===== src/core/swb_regs.svh =====
/*
 * Register map, field positions, reset values and frame constants of the
 * serial switch register bank. Included by the bank; the synchroniser takes its reset value as a parameter.
 */
`ifndef SWB_REGS_SVH
`define SWB_REGS_SVH

`define SWB_ADDR_SWITCH 7'h01
`define SWB_ADDR_CFG 7'h02
`define SWB_ADDR_STATUS 7'h03
`define SWB_ADDR_BURST 7'h05
`define SWB_ADDR_KEY 7'h0b

`define SWB_SWITCH_RESET 8'h00
`define SWB_CFG_RESET 8'h06
`define SWB_STATUS_RESET 8'h00
`define SWB_BURST_RESET 8'h00
`define SWB_KEY_RESET 8'h00
`define SWB_ZERO8 8'h00

`define SWB_CFG_MASK 8'h07
`define SWB_STATUS_MASK 8'h07
`define SWB_BURST_MASK 8'h01

`define SWB_CFG_ADDR_CHK 2
`define SWB_CFG_CNT_CHK 1
`define SWB_CFG_CRC 0
`define SWB_FLAG_ADDR 2
`define SWB_FLAG_CNT 1
`define SWB_FLAG_CRC 0
`define SWB_BURST_BIT 0

`define SWB_LEN_PLAIN 5'h10
`define SWB_LEN_CRC 5'h18
`define SWB_CMD_RD 15
`define SWB_ADDR_HI 14
`define SWB_ADDR_LO 8
`define SWB_DATA_HI 7
`define SWB_SH_MSB 23
`define SWB_CMD_CRC_LO 8
`define SWB_CMD_HI 15

`define SWB_CLEAR_CMD 16'h6ca9
`define SWB_KEY_FIRST 8'ha3
`define SWB_KEY_SECOND 8'h05
`define SWB_ALIGN 8'h25
`define SWB_CRC_POLY 8'h07
`define SWB_CRC_INIT 8'h00
`define SWB_PIN_IDLE 3'h4

`endif


===== src/core/swb_pkg.sv =====
/*
 * Types shared by the serial switch register bank.
 * Assumes swb_regs.svh for all numeric constants.
 */
package swb_pkg;
    typedef logic [4:0] swb_bitcnt_type;
    typedef enum logic [1:0] {
        SWB_NO_WORD = 2'h0,
        SWB_ONE_WORD = 2'h1,
        SWB_MANY_WORDS = 2'h2
    } swb_words_type;
endpackage


===== src/core/swb_sync.sv =====
/*
 * Three-stage synchroniser with agreement filter for serial pins.
 * Assumes sys_clk, synchronous active-low rst_n and a clock enable.
 */
`timescale 1ns/100ps
module swb_sync #(
    parameter int WIDTH = 3,
    parameter logic [WIDTH-1:0] RESET_VAL = '0
) (
    input wire logic sys_clk,
    input wire logic rst_n,
    input wire logic ce,
    input wire logic [WIDTH-1:0] async_in,
    output logic [WIDTH-1:0] level_q
);
    logic [WIDTH-1:0] s1_q;
    logic [WIDTH-1:0] s2_q;
    logic [WIDTH-1:0] s3_q;

    always_ff @(posedge sys_clk) begin
        if (!rst_n) begin
            s1_q <= RESET_VAL;
            s2_q <= RESET_VAL;
            s3_q <= RESET_VAL;
        end else if (ce) begin
            s1_q <= async_in;
            s2_q <= s1_q;
            s3_q <= s2_q;
        end
    end

    // a bit moves only once stages two and three agree
    always_ff @(posedge sys_clk) begin
        if (!rst_n) begin
            level_q <= RESET_VAL;
        end else if (ce) begin
            level_q <= (s2_q & s3_q) | (level_q & (s2_q | s3_q));
        end
    end
endmodule // swb_sync


===== src/core/swb_core.sv =====
/*
 * Register bank of an SPI-controlled octal switch: switch state, error-check
 * configuration, error flags, burst control and reset key, with the serial
 * command decoder. Assumes sys_clk at 10 MHz, serial pins from another domain.
 */
// Summary of operation
// - An eight-bit switch state register at 0x01 holds one bit per switch, bit 7 for switch 8, reset to zero.
// - A switch is closed while its bit is 1 and open while it is 0.
// - The error-check configuration register at 0x02 is read/write and resets to 0x06.
// - Configuration bit 2 enables flagging of accesses to invalid register addresses.
// - Configuration bit 1 enables checking the serial clock count of each frame.
// - Without CRC and burst, a frame must hold exactly 16 serial clocks.
// - With CRC and without burst, a frame must hold exactly 24 serial clocks.
// - In burst mode any nonzero whole multiple of 16, or of 24 with CRC, is accepted.
// - Read-only error flags at 0x03: bit 2 address, bit 1 clock count, bit 0 CRC, reset to zero.
// - Bit 0 of the burst control register at 0x05 enables burst mode and resets to zero.
// - Writing 0xa3 then 0x05 to the reset key register in consecutive commands restores all defaults.
`timescale 1ns/100ps
`include "swb_regs.svh"
module swb_core (
    input wire logic sys_clk,
    input wire logic rst_n,
    input wire logic ce,
    input wire logic sclk,
    input wire logic cs_n,
    input wire logic sdi,
    output logic sdo,
    output logic sdo_oe_n,
    output logic switch_one_close,
    output logic switch_two_close,
    output logic switch_three_close,
    output logic switch_four_close,
    output logic switch_five_close,
    output logic switch_six_close,
    output logic switch_seven_close,
    output logic switch_eight_close
);
    logic [2:0] lvl;
    logic [2:0] prev_q;
    logic sclk_rise, sclk_fall, cs_rise, cs_fall, active;
    logic [23:0] sh_q;
    logic [23:0] sh_nx;
    swb_pkg::swb_bitcnt_type bit_q;
    swb_pkg::swb_bitcnt_type len;
    swb_pkg::swb_words_type word_q;
    logic [7:0] switch_q, cfg_q, flag_q, burst_q, key_q;
    logic armed_q;
    logic [23:0] resp_q;
    logic fresh_q, sdo_q, oe_n_q;
    logic word_done, exec, crc_ok, is_rd, is_clear, addr_ok, do_write, soft_rst, cnt_bad;
    logic [15:0] cmd;
    logic [6:0] addr;
    logic [7:0] data, rd_data, flag_set;

    function automatic logic [7:0] crc8(input logic [15:0] d);
        logic [7:0] c;
        c = `SWB_CRC_INIT;
        for (int i = `SWB_CMD_HI; i >= 0; i--) begin
            c = {c[6:0], 1'b0} ^ ((c[7] ^ d[i]) ? `SWB_CRC_POLY : `SWB_ZERO8);
        end
        return c;
    endfunction

    swb_sync #(.WIDTH(3), .RESET_VAL(`SWB_PIN_IDLE)) u_sync (
        .sys_clk(sys_clk),
        .rst_n(rst_n),
        .ce(ce),
        .async_in({cs_n, sclk, sdi}),
        .level_q(lvl)
    );

    always_ff @(posedge sys_clk) begin
        if (!rst_n) begin
            prev_q <= `SWB_PIN_IDLE;
        end else if (ce) begin
            prev_q <= lvl;
        end
    end

    assign active = ~lvl[2];
    assign sclk_rise = lvl[1] & ~prev_q[1];
    assign sclk_fall = ~lvl[1] & prev_q[1];
    assign cs_rise = lvl[2] & ~prev_q[2];
    assign cs_fall = ~lvl[2] & prev_q[2];

    // frame length follows the crc setting
    assign len = cfg_q[`SWB_CFG_CRC] ? `SWB_LEN_CRC : `SWB_LEN_PLAIN;
    assign sh_nx = {sh_q[22:0], lvl[0]};
    assign word_done = sclk_rise & active & (bit_q == len - 5'h01);
    // without burst only the first word of a frame is executed
    assign exec = ce & word_done & (burst_q[`SWB_BURST_BIT] | (word_q == swb_pkg::SWB_NO_WORD));
    assign cmd = cfg_q[`SWB_CFG_CRC] ? sh_nx[`SWB_SH_MSB:`SWB_CMD_CRC_LO] : sh_nx[`SWB_CMD_HI:0];
    assign crc_ok = ~cfg_q[`SWB_CFG_CRC] | (crc8(cmd) == sh_nx[`SWB_DATA_HI:0]);
    assign is_rd = cmd[`SWB_CMD_RD];
    assign addr = cmd[`SWB_ADDR_HI:`SWB_ADDR_LO];
    assign data = cmd[`SWB_DATA_HI:0];
    assign is_clear = ~is_rd & (cmd == `SWB_CLEAR_CMD);
    assign addr_ok = (addr == `SWB_ADDR_SWITCH) | (addr == `SWB_ADDR_CFG) | (addr == `SWB_ADDR_BURST)
        | (addr == `SWB_ADDR_KEY) | (is_rd & (addr == `SWB_ADDR_STATUS));
    assign do_write = exec & crc_ok & ~is_rd & addr_ok & ~is_clear;
    assign soft_rst = do_write & (addr == `SWB_ADDR_KEY) & (data == `SWB_KEY_SECOND) & armed_q;
    // count is good only on a word boundary, one word unless burst
    assign cnt_bad = ~((bit_q == 5'h00) & (word_q != swb_pkg::SWB_NO_WORD)
        & (burst_q[`SWB_BURST_BIT] | (word_q == swb_pkg::SWB_ONE_WORD)));

    always_comb begin
        unique case (addr)
            `SWB_ADDR_SWITCH: rd_data = switch_q;
            `SWB_ADDR_CFG: rd_data = cfg_q;
            `SWB_ADDR_STATUS: rd_data = flag_q;
            `SWB_ADDR_BURST: rd_data = burst_q;
            `SWB_ADDR_KEY: rd_data = key_q;
            default: rd_data = `SWB_ZERO8;
        endcase
    end

    always_comb begin
        flag_set = `SWB_ZERO8;
        flag_set[`SWB_FLAG_CRC] = exec & ~crc_ok;
        flag_set[`SWB_FLAG_ADDR] = exec & crc_ok & ~is_clear & ~addr_ok & cfg_q[`SWB_CFG_ADDR_CHK];
        flag_set[`SWB_FLAG_CNT] = ce & cs_rise & cfg_q[`SWB_CFG_CNT_CHK] & cnt_bad;
    end

    // bit and word counting inside a chip-select frame
    always_ff @(posedge sys_clk) begin
        if (!rst_n) begin
            sh_q <= '0;
            bit_q <= '0;
            word_q <= swb_pkg::SWB_NO_WORD;
        end else if (ce) begin
            if (!active) begin
                bit_q <= '0;
                word_q <= swb_pkg::SWB_NO_WORD;
            end else if (sclk_rise) begin
                sh_q <= sh_nx;
                if (word_done) begin
                    bit_q <= '0;
                    word_q <= (word_q == swb_pkg::SWB_NO_WORD) ? swb_pkg::SWB_ONE_WORD : swb_pkg::SWB_MANY_WORDS;
                end else begin
                    bit_q <= bit_q + 5'h01;
                end
            end
        end
    end

    // writable registers; reserved bits masked off
    always_ff @(posedge sys_clk) begin
        if (!rst_n || soft_rst) begin
            switch_q <= `SWB_SWITCH_RESET;
            cfg_q <= `SWB_CFG_RESET;
            burst_q <= `SWB_BURST_RESET;
            key_q <= `SWB_KEY_RESET;
        end else if (do_write) begin
            unique case (addr)
                `SWB_ADDR_SWITCH: switch_q <= data;
                `SWB_ADDR_CFG: cfg_q <= data & `SWB_CFG_MASK;
                `SWB_ADDR_BURST: burst_q <= data & `SWB_BURST_MASK;
                `SWB_ADDR_KEY: key_q <= data;
                default: ;
            endcase
        end
    end

    // any command other than the first key byte disarms the key
    always_ff @(posedge sys_clk) begin
        if (!rst_n || soft_rst) begin
            armed_q <= 1'b0;
        end else if (exec) begin
            armed_q <= do_write & (addr == `SWB_ADDR_KEY) & (data == `SWB_KEY_FIRST);
        end
    end

    // sticky flags; a set in the clearing cycle survives
    always_ff @(posedge sys_clk) begin
        if (!rst_n || soft_rst) begin
            flag_q <= `SWB_STATUS_RESET;
        end else if (ce) begin
            flag_q <= (((exec & crc_ok & is_clear) ? `SWB_ZERO8 : flag_q) | flag_set) & `SWB_STATUS_MASK;
        end
    end

    // response shifting, msb first on falling serial edges
    always_ff @(posedge sys_clk) begin
        if (!rst_n) begin
            resp_q <= '0;
            fresh_q <= 1'b0;
            sdo_q <= 1'b0;
            oe_n_q <= 1'b1;
        end else if (ce) begin
            oe_n_q <= lvl[2];
            if (word_done) begin
                resp_q <= {`SWB_ALIGN, (exec & is_rd) ? rd_data : `SWB_ZERO8, `SWB_ZERO8};
                fresh_q <= 1'b1;
            end else if (cs_fall) begin
                sdo_q <= resp_q[`SWB_SH_MSB];
                fresh_q <= 1'b0;
            end else if (sclk_fall && active) begin
                if (fresh_q) begin
                    sdo_q <= resp_q[`SWB_SH_MSB];
                    fresh_q <= 1'b0;
                end else begin
                    resp_q <= {resp_q[22:0], 1'b0};
                    sdo_q <= resp_q[22];
                end
            end
        end
    end

    assign sdo = sdo_q;
    assign sdo_oe_n = oe_n_q;
    assign switch_one_close = switch_q[0];
    assign switch_two_close = switch_q[1];
    assign switch_three_close = switch_q[2];
    assign switch_four_close = switch_q[3];
    assign switch_five_close = switch_q[4];
    assign switch_six_close = switch_q[5];
    assign switch_seven_close = switch_q[6];
    assign switch_eight_close = switch_q[7];

    // serial clocks per frame, watched by the checks below
    logic [9:0] tot_q;
    always_ff @(posedge sys_clk) begin
        if (!rst_n || !active) begin
            tot_q <= '0;
        end else if (ce && sclk_rise) begin
            tot_q <= tot_q + 10'h001;
        end
    end

    // length setting changed inside the frame
    logic cfg_moved_q;
    always_ff @(posedge sys_clk) begin
        if (!rst_n || !active) begin
            cfg_moved_q <= 1'b0;
        end else if (do_write && (soft_rst || addr == `SWB_ADDR_CFG || addr == `SWB_ADDR_BURST)) begin
            cfg_moved_q <= 1'b1;
        end
    end

    a_switch_write: assert property (@(posedge sys_clk) disable iff (!rst_n)
        do_write && !soft_rst && addr == `SWB_ADDR_SWITCH |=> {switch_eight_close, switch_seven_close,
        switch_six_close, switch_five_close, switch_four_close, switch_three_close, switch_two_close,
        switch_one_close} == $past(data))
        else $error("switch outputs do not follow written state");
    a_switch_hold: assert property (@(posedge sys_clk) disable iff (!rst_n)
        !do_write |=> $stable(switch_q))
        else $error("switch state changed without a write");
    a_cfg_reset: assert property (@(posedge sys_clk)
        $rose(rst_n) |-> cfg_q == `SWB_CFG_RESET && flag_q == `SWB_STATUS_RESET && burst_q == `SWB_BURST_RESET)
        else $error("register defaults wrong after reset");
    a_addr_flag: assert property (@(posedge sys_clk) disable iff (!rst_n)
        exec && crc_ok && !is_clear && !addr_ok && !soft_rst
        |=> flag_q[`SWB_FLAG_ADDR] == $past(cfg_q[`SWB_CFG_ADDR_CHK]) || $past(flag_q[`SWB_FLAG_ADDR]))
        else $error("invalid address flag wrong");
    a_cnt_sixteen: assert property (@(posedge sys_clk) disable iff (!rst_n)
        ce && cs_rise && cfg_q[`SWB_CFG_CNT_CHK] && !cfg_q[`SWB_CFG_CRC] && !burst_q[`SWB_BURST_BIT]
        && !cfg_moved_q && tot_q != 10'(`SWB_LEN_PLAIN) |=> flag_q[`SWB_FLAG_CNT])
        else $error("bad count of 16 not flagged");
    a_cnt_twentyfour: assert property (@(posedge sys_clk) disable iff (!rst_n)
        ce && cs_rise && cfg_q[`SWB_CFG_CNT_CHK] && cfg_q[`SWB_CFG_CRC] && !burst_q[`SWB_BURST_BIT]
        && !cfg_moved_q && tot_q != 10'(`SWB_LEN_CRC) |=> flag_q[`SWB_FLAG_CNT])
        else $error("bad count of 24 not flagged");
    a_cnt_burst: assert property (@(posedge sys_clk) disable iff (!rst_n)
        ce && cs_rise && burst_q[`SWB_BURST_BIT] && !cfg_q[`SWB_CFG_CRC] && !cfg_moved_q && tot_q != '0
        && tot_q % `SWB_LEN_PLAIN == 0 && !flag_q[`SWB_FLAG_CNT]
        |=> !flag_q[`SWB_FLAG_CNT])
        else $error("burst multiple of 16 wrongly flagged");
    a_cnt_disabled: assert property (@(posedge sys_clk) disable iff (!rst_n)
        !cfg_q[`SWB_CFG_CNT_CHK] && !flag_q[`SWB_FLAG_CNT] |=> !flag_q[`SWB_FLAG_CNT])
        else $error("count flag set while check disabled");
    a_burst_write: assert property (@(posedge sys_clk) disable iff (!rst_n)
        do_write && !soft_rst && addr == `SWB_ADDR_BURST |=> burst_q == ($past(data) & `SWB_BURST_MASK))
        else $error("burst enable not written");
    a_soft_reset: assert property (@(posedge sys_clk) disable iff (!rst_n)
        do_write && addr == `SWB_ADDR_KEY && data == `SWB_KEY_SECOND && armed_q
        |=> cfg_q == `SWB_CFG_RESET && switch_q == `SWB_SWITCH_RESET && flag_q == `SWB_STATUS_RESET)
        else $error("key sequence did not restore defaults");
    a_reserved_zero: assert property (@(posedge sys_clk) disable iff (!rst_n)
        exec && is_rd && addr == `SWB_ADDR_CFG |=> resp_q[15:11] == 5'h00)
        else $error("reserved configuration bits read nonzero");
endmodule // swb_core


===== config.mk =====
export PLATFORM = sky130hd
export DESIGN_NAME = swb_core
export DESIGN_NICKNAME = d
export VERILOG_FILES = /design/src/core/swb_pkg.sv /design/src/core/swb_sync.sv /design/src/core/swb_core.sv
export VERILOG_INCLUDE_DIRS = /design/src /design/src/core
export SDC_FILE = /design/constraint.sdc
export NUM_CORES = 1
export LEC_CHECK = 0
export BUFFER_PORTS_ARGS = -buffer_cell sky130_fd_sc_hd__buf_2
export CAP_MARGIN = 20
export CORE_AREA = 2 2 82 124
export CTS_CLUSTER_DIAMETER = 30
export DETAILED_ROUTE_END_ITERATION = 8
export DIE_AREA = 0 0 84 126
export GPL_ROUTABILITY_DRIVEN = 0
export PLACE_DENSITY = 0.77
export SLEW_MARGIN = 25
export SYNTH_ARGS = -nofsm -noshare
export SYNTH_HDL_FRONTEND = slang
export SYNTH_SLANG_ARGS = --single-unit

===== constraint.sdc =====
create_clock -name sys_clk -period 4.35 [get_ports sys_clk]
set_input_delay 0.2175 -clock sys_clk [delete_from_list [all_inputs] [get_ports sys_clk]]
set_output_delay 0.2175 -clock sys_clk [all_outputs]
set_load 0.005 [all_outputs]

==> reports/results.ini, run 1 <==
[global_route]
grt_max_degree = 62
grt_pass1_wl_mm = 19.9
grt_pass1_vias = 4183
grt_use_total_pct = 23.3
antenna_found_initial = 0
grt-ovfl-total = 0

[clocking]
cts_tree = built
cts-buffers-inserted = 9
cts.hold.buffers_added = 0
clock_latency_ns = 0.34
clockBufferDepth = 2
postCtsSetupRepairBufs = 0
clock_sink_count = 86
htree_levels = 3
clk_pin_slew_ns = 0.06
clockRootBuffer = clkbuf_16
postCtsResizedCells = 0

[layout]
final_common_cell = dfxtp_1
nets = 583
final_cell_mix = 86 x dfxtp_1, 74 x nand2_1, 34 x mux2i_1
antenna_cells = 0
utilization_pct = 58.1
drive_gt1_share_pct = 11.2
syn2layout_area_growth_pct = 7.90

[route]
drtIter0Drc = 276
drtPass1Iterations = 5
num_vias = 4191
ant_nets = 0
drc = 0
viasPerCell = 6.09
wl_per_cell_um = 17.4
wirelength_mm = 12.0

[min_path]
hold_depth = 3
hp-class = input port to flop
holdPathEnd = u_sync.s1_q[2]
hold_start = cs_n

[critical_path]
crit_type = flop to flop
crit_family = compound AO/OA/AOI/OAI gates
start_kind = flop
r2r_setup_slack_ns = 0.44
cp_max_fo = 14
arrival_ns = 4.16
end_kind = flop
slowest_delay_ns = 0.71
crit_top_cell = mux2i_1
r2r-end = switch_q[2]
cp_slowest_cell = a2111oi_4
required_ns = 4.60
crit_chain = buf_4 > mux2i_1 > ha_1 > xnor3_1 > xnor2_1 > or3_1 > mux2i_1 > o221ai_2 > a2111oi_4 > nor3b_1 > a211oi_1
r2r_cells = 11
r2r_start = cfg_q[0]
cp_num_buf_inv = 1

[timing]
clock_skew_ns = 0.00456
fin_crit_sh_pct = 89.9
rsz0062_at_grt = false
setup_viol = 0
hold_viol = 0
fin_crit_ns = 3.91
tns_ns = 0
hold-worst-slack_ns = 0.0969
relSlewSlack_pct = 40.0
slew_violations = 0
setup_slack_ns = 0.441
worstMarginPinSlew_ns = 0.900
fmax_ghz = 0.256

[synth]
synth_async_sr_flop_share_pct = 0
ys_types = 66
ys_seq_elements = 86
synth_edf_count = 0
syn-instance-count = 575
yosys_warnings = 0
ys.flop_type = dfxtp_1
synth_area_per_cell_um2 = 8.93
yosysSeqAreaShare_pct = 33.5
netlist_area_mm2 = 0.00513
syn-num-nets = 590

[job]
drv_cap = 0

[power_and_ir_drop]
leakage_uw = 0.00216
powerDensity_mw_per_mm2 = 301
peakVddDrop_mv = 0.260
power_uw = 1660

[floorplanning]
die_w_um = 84
die_area_mm2 = 0.0106
coreArea_mm2 = 0.00952
row_count = 44
die_y_um = 126
start_util_pct = 53.9
ios = 16

[placement]
post-place-ws_ns = 0.499
hpwl_mm = 8.65
io_buffers = 15

[run_status]
status = finished clean

## stage by stage
step | instances | cell area, µm²
after CTS | 688 | 5540
after floorplan | 575 | 5130
after global routing | 688 | 5540
final | 688 | 5540
after global placement | 672 | 5220
after detailed placement | 672 | 5220
## worst reg2reg max path, delay by kind of cell, from the launching register on
kind | cells | cell delay (ns)
flops | 1 | 0.37
buf+inv | 1 | 0.25
mux | 2 | 0.56
fa+ha+maj | 1 | 0.36
simple gates | 2 | 0.43
xor+xnor | 2 | 0.55
compound gates | 3 | 1.29
## flip-flops by register name, indices dropped and copies added, names as in the netlist, 5 cells and up
signal    cells
sh_q         23
switch_q      8
bit_q         5
key_q         8
resp_q       16
## routing by layer
metal	share of wire, %	GRT usage (%)
met5	0	0
met4	5.4	14.0
met3	3.4	3.87
met2	52	42.1
met1	39	25.2
## synthesized netlist by cell type, types with 8 or more instances
cell type	instances	area share (%)
a21boi_0	28	4.1
a21oi_1	29	2.8
a221oi_1	9	1.5
buf_2	9	0.88
clkbuf_1	24	1.8
dfxtp_1	86	34
ha_1	9	2.2
inv_1	15	1.1
mux2i_1	34	6.6
nand2_1	74	5.4
nand3_1	8	0.78
nor2_1	29	2.1
nor2b_1	20	2.4
nor3_1	15	1.5
nor3b_1	25	3.7
o21ai_0	11	1.1
xnor2_1	23	3.9
xor2_1	15	2.6
## final cells by class
type	instances	area (µm²)
sequential	86	1720
multi-input combinational	433	3160
timing repair buffer	22	128
clock buffer	9	225
clock inverter	7	96.3
fill	845	3990
tap	115	144
inverter	16	60.1
## power by group
group          switching, µW  internal, µW
sequential              3.49           792
clock                    325           505
combinational           22.4          17.0
## cell families after synthesis
logic type | Yosys count | synth area share [%]
xor+xnor | 46 | 9.92
mux | 46 | 9.80
buf+inv | 56 | 4.83
fa+ha+maj | 9 | 2.19
compound gates | 121 | 18.4
flops | 86 | 33.5
simple gates | 211 | 21.4
## worst max-delay path by stage
stage,from,end,cells after the start
final,cfg_q[0],switch_q[2],11
after CTS,cfg_q[0],switch_q[2],11
after global placement,cfg_q[0],switch_q[2],11
after detailed placement,cfg_q[0],switch_q[1],11
after global routing,cfg_q[0],switch_q[1],11
after floorplan,cfg_q[0],burst_q[0],16
Note: power is estimated with default switching activity, not from simulation.
==> inputs of run 2 (changes only) <==
PLACE_DENSITY = 0.81   (was 0.77)
==> run 2 against run 1 <==
Against the previous run: largest power group is now sequential cells; global-route usage decreased by 0.39 points; non-clock buffer count down 1; combinational power rose by 1%; critical endpoint is now switch_q[1]; core utilization decreased by 0.29 points; flip-flop and latch count is the same; via count fell by 1.5%; final cell count decreased by 0.15%; count of clock-buffer cells in the layout is 3 higher; worst hold slack worse by 0.0066 ns; setup slack better by 0.13 ns; first-iteration DRC count down 13%; critical path depth unchanged.
==> reports/results.ini, run 2 (synthesis gave the netlist of run 1 again) <==
[run_status]
status = finished clean

[critical_path]
cp_num_cells = 11
r2r_setup_slack_ns = 0.57
cp_num_buf_inv = 1
cp_slowest_cell = a2111oi_4
r2r-end = switch_q[1]
cp_max_fo = 12
critPathLaunch = cfg_q[0]
start_kind = flop
r2r_start = cfg_q[0]
critPathCapture = switch_q[1]
crit_type = flop to flop
required_ns = 4.61
crit_chain = buf_4 > mux2i_1 > ha_1 > xnor3_1 > xnor2_1 > or3_1 > mux2i_1 > o221ai_2 > a2111oi_4 > nor3b_1 > a211oi_1
r2r_cells = 11
end_kind = flop
arrival_ns = 4.03
slowest_delay_ns = 0.65
crit_family = compound AO/OA/AOI/OAI gates
crit_top_cell = mux2i_1

[power_and_ir_drop]
power_uw = 1620
powerDensity_mw_per_mm2 = 294
leakage_uw = 0.00214
peakVddDrop_mv = 0.216

[layout]
nets = 582
utilization_pct = 57.9
top_register = sh_q
reg_top3 = sh_q x23, resp_q x16
largest_reg_flops = 23
drive_gt1_share_pct = 10.7
final_common_cell = dfxtp_1
final_cell_mix = 86 x dfxtp_1, 74 x nand2_1, 34 x mux2i_1
antenna_cells = 0
syn2layout_area_growth_pct = 7.36

[timing]
slew_violations = 0
worstMarginPinSlew_ns = 0.877
fin_crit_sh_pct = 86.8
fin_crit_ns = 3.78
relSlewSlack_pct = 41.5
tns_ns = 0
setup_slack_ns = 0.575
rsz0062_at_grt = false
setup_viol = 0
hold_viol = 0
clock_skew_ns = 0.00359
fmax_ghz = 0.265

[route]
wirelength_mm = 11.7
drc = 0
wl_per_cell_um = 17.0
drtPass1Iterations = 5
viasPerCell = 6.01
num_vias = 4128
drtIter0Drc = 239
ant_nets = 0

[floorplanning]
coreArea_mm2 = 0.00952
die_area_mm2 = 0.0106
die_y_um = 126
die_w_um = 84
row_count = 44
ios = 16
start_util_pct = 53.9

[global_route]
grt_pass1_wl_mm = 19.6
grt_max_degree = 62
antenna_found_initial = 0
grt_use_total_pct = 22.9
grt_pass1_vias = 4211
grt-ovfl-total = 0

[clocking]
clock_latency_ns = 0.35
clockRootBuffer = clkbuf_16
cts-buffers-inserted = 9
clockBufferDepth = 2
cts.hold.buffers_added = 0
cts_tree = built
clk_pin_slew_ns = 0.06
htree_levels = 3
clock_sink_count = 86
postCtsSetupRepairBufs = 0
postCtsResizedCells = 0

[placement]
post-place-ws_ns = 0.643
hpwl_mm = 8.44
io_buffers = 15

[job]
drv_cap = 0

[min_path]
hold_start = cs_n
hp-class = input port to flop

run 2: cell count changes in the layout (fill, tap and decap cells not counted), sizes merged:
cell,before,now
clkbuf,9,12
clkinv,4,1
bufinv,2,1
clkinvlp,0,1
buf,22,21
run 2: per-layer routing:
metal	GRT usage, %	vias to the layer above	share of wire (%)
met1	23.4	1968	38
met4	13.0	0	3.7
met3	4.98	31	4.2
met2	42.5	106	54
met5	0	-	0
li1	-	2023	-
run 2: area by class of cell:
class | count | area (µm²)
Inverter | 16 | 60.1
Timing Repair Buffer | 21 | 120
Clock inverter | 4 | 55.1
Sequential cell | 86 | 1720
Clock buffer | 12 | 246
Multi-Input combinational cell | 433 | 3160
Tap cell | 115 | 144
Fill cell | 820 | 4010
run 2: worst reg2reg max path: stages (launching register included):
cell and delay [ns]:
dfxtp_1 0.43, buf_4 0.26, mux2i_1 0.34, ha_1 0.35
xnor3_1 0.37, xnor2_1 0.14, or3_1 0.31, mux2i_1 0.17
o221ai_2 0.31, a2111oi_4 0.65, nor3b_1 0.12, a211oi_1 0.25
run 2: metrics by stage:
stage / hold WS (ns) / std cells / area (µm²)
after CTS: 0.0881 / 687 / 5510
after detailed placement: 0.446 / 671 / 5210
final: 0.0903 / 687 / 5510
after floorplan: 0.346 / 575 / 5130
after global routing: 0.0969 / 687 / 5510
after global placement: 0.438 / 671 / 5210
run 2: report_power, final:
| group | switching [µW] | leakage (µW) | total, µW | internal (µW) |
|---|---|---|---|---|
| Clock | 321 | 0.000143 | 785 | 464 |
| Combinational | 22.7 | 0.00130 | 39.8 | 17.1 |
| Sequential | 3.49 | 0.000694 | 795 | 792 |
| Total | 347 | 0.00214 | 1620 | 1270 |
run 2: worst min-delay path by stage:
stage,end,slack (ns),depth (start not counted)
after floorplan,u_sync.s1_q[2],0.35,2
after detailed placement,u_sync.s1_q[2],0.45,3
after global placement,u_sync.s1_q[2],0.44,3
after global routing,u_sync.s1_q[2],0.1,3
after CTS,u_sync.s1_q[2],0.09,3
final,u_sync.s1_q[2],0.09,3
==> inputs of run 3 (changes only) <==
CORE_AREA = 2 2 120 181   (was 2 2 82 124)
DIE_AREA = 0 0 122 183   (was 0 0 84 126)
PLACE_DENSITY = 0.48   (was 0.81)
==> run 3 against run 2 <==
Against the previous run: global-route usage fell by 11 points; register-to-register slack better by 0.02 ns; non-clock buffer count increased by 4; critical endpoint is now key_q[1]; via count down 2.2%; flip-flop and latch count stayed put.
==> reports/results.ini, run 3 (synthesis gave the netlist of run 1 again) <==
[route]
wirelength_mm = 12.9
wl_met1_mm = 5.08
dr_wl_met3_um = 276
dr.max_layer_used = met4
wl_met2_mm = 7.20
ant_nets = 0
viasPerCell = 4.79
drtIter0Drc = 136
wl_per_cell_um = 15.3
drtPass1Iterations = 4
num_vias = 4038
drc = 0

[timing]
slew_violations = 0
tns_ns = 0
fin_crit_sh_pct = 86.2
relSlewSlack_pct = 42.3
fin_crit_ns = 3.75
hold-worst-slack_ns = 0.0920
worstMarginPinSlew_ns = 0.866
rsz0062_at_grt = false
clock_skew_ns = 0.00595
setup_viol = 0
hold_viol = 0
fmax_ghz = 0.267

[layout]
reg_top3 = sh_q x23, resp_q x16
final_common_cell = dfxtp_1
drive_gt1_share_pct = 11.5
largest_reg_flops = 23
utilization_pct = 27.9
antenna_cells = 0
top_register = sh_q
syn2layout_area_growth_pct = 12.6
final_cell_mix = 86 x dfxtp_1, 74 x nand2_1, 34 x mux2i_1
nets = 586

[critical_path]
crit_top_cell = buf_4
cp_num_buf_inv = 2
arrival_ns = 3.96
end_kind = flop
crit_chain = buf_4 > mux2i_1 > ha_1 > xnor3_1 > xor3_1 > or2_1 > nor3_2 > o211ai_4 > and2_4 > o31ai_2 > buf_4 > a211oi_1
r2r_cells = 12
cp_max_fo = 17
crit_type = flop to flop
r2r_setup_slack_ns = 0.60
cp_slowest_cell = o31ai_2
start_kind = flop
r2r-end = key_q[1]
crit_family = compound AO/OA/AOI/OAI gates
required_ns = 4.56
r2r_start = cfg_q[0]
slowest_delay_ns = 0.46

[power_and_ir_drop]
powerDensity_mw_per_mm2 = 300
p_sw_share_pct = 20.2
power_switching_uw = 350
p_int_uw = 1380
peakVddDrop_mv = 0.151
pwr-share-comb_pct = 2.3
leakage_uw = 0.00218
pwr-share-seq_pct = 45.8
power_uw = 1740
p_clk_share_pct = 51.8

[clocking]
cts.hold.buffers_added = 0
htree_levels = 3
cts_tree = built
clk_pin_slew_ns = 0.07
clockBufferDepth = 2
postCtsResizedCells = 0
clock_sink_count = 86
clockRootBuffer = clkbuf_16
cts-buffers-inserted = 9
postCtsSetupRepairBufs = 0
clock_latency_ns = 0.34

[min_path]
hp-class = input port to flop
hold_start = cs_n
hold_depth = 3
holdPathEnd = u_sync.s1_q[2]

[global_route]
grt_pass1_vias = 4053
antenna_found_initial = 0
grt_max_degree = 62
grt_use_total_pct = 12.1
grt_pass1_wl_mm = 21.3
grt-ovfl-total = 0

[floorplanning]
ios = 16
row_count = 65
die_y_um = 183
die_area_mm2 = 0.0223
die_w_um = 122
coreArea_mm2 = 0.0207
start_util_pct = 24.7

[placement]
hpwl_mm = 9.77
io_buffers = 15

[job]
drv_cap = 0

[run_status]
status = finished clean

==> run 3: changes by cell type in the layout (fill, tap and decap cells not counted) <==
cell and change:
clkinv_4 -1, clkbuf_1 -2, buf_4 +5, buf_2 -1, bufinv_16 +2
==> run 3: per-stage QoR <==
| stage | cells | area (µm²) | setup slack, ns |
|---|---|---|---|
| 2_1_floorplan | 575 | 5130 | 0.0568 |
| 3_3_place_gp | 828 | 5430 | 0.717 |
| 3_5_place_dp | 828 | 5430 | 0.589 |
| 4_1_cts | 843 | 5780 | 0.584 |
| 5_1_grt | 843 | 5780 | 0.310 |
| 6_report | 843 | 5780 | 0.599 |
==> run 3: tightest hold or removal path, delay by kind of cell <==
kind / cells / cell delay (ns)
AND/OR/NAND/NOR: 1 / 0.06
buffers and inverters: 1 / 0.07
multiplexers: 1 / 0.06
==> run 3: how the worst max path moves through the flow <==
stage          slack [ns]          end  startpoint  cells after the start
6_report             0.60     key_q[1]    cfg_q[0]                     12
5_1_grt              0.31  switch_q[2]    cfg_q[0]                     11
4_1_cts              0.58     key_q[1]    cfg_q[0]                     12
3_5_place_dp         0.59     key_q[1]    cfg_q[0]                     12
3_3_place_gp         0.72     key_q[1]    cfg_q[0]                     12
2_1_floorplan        0.06   burst_q[0]    cfg_q[0]                     16
==> run 3: layout make-up <==
class                   count  area [µm²]
repair buffers             25         153
multi-input cells         433        3160
flip-flops and latches     86        1720
clock inverters             5         106
well taps                 268         335
inverters                  16        60.1
clock buffers              10         239
fillers                  2210       15000
==> run 3: routing by layer <==
metal	up-vias	global-route usage, %
met5	-	0
met4	0	5.20
met3	14	1.46
met2	45	23.1
met1	1949	13.0
li1	2030	-
==> run 3: power groups by stage <==
stage / combinational [µW] / clock, µW / sequential [µW]
after global routing: 45.2 / 953 / 795
after detailed placement: 41.5 / 0 / 813
after CTS: 41.4 / 921 / 795
after global placement: 40.0 / 0 / 813
after floorplan: 30.4 / 0 / 812
final: 40.3 / 899 / 795
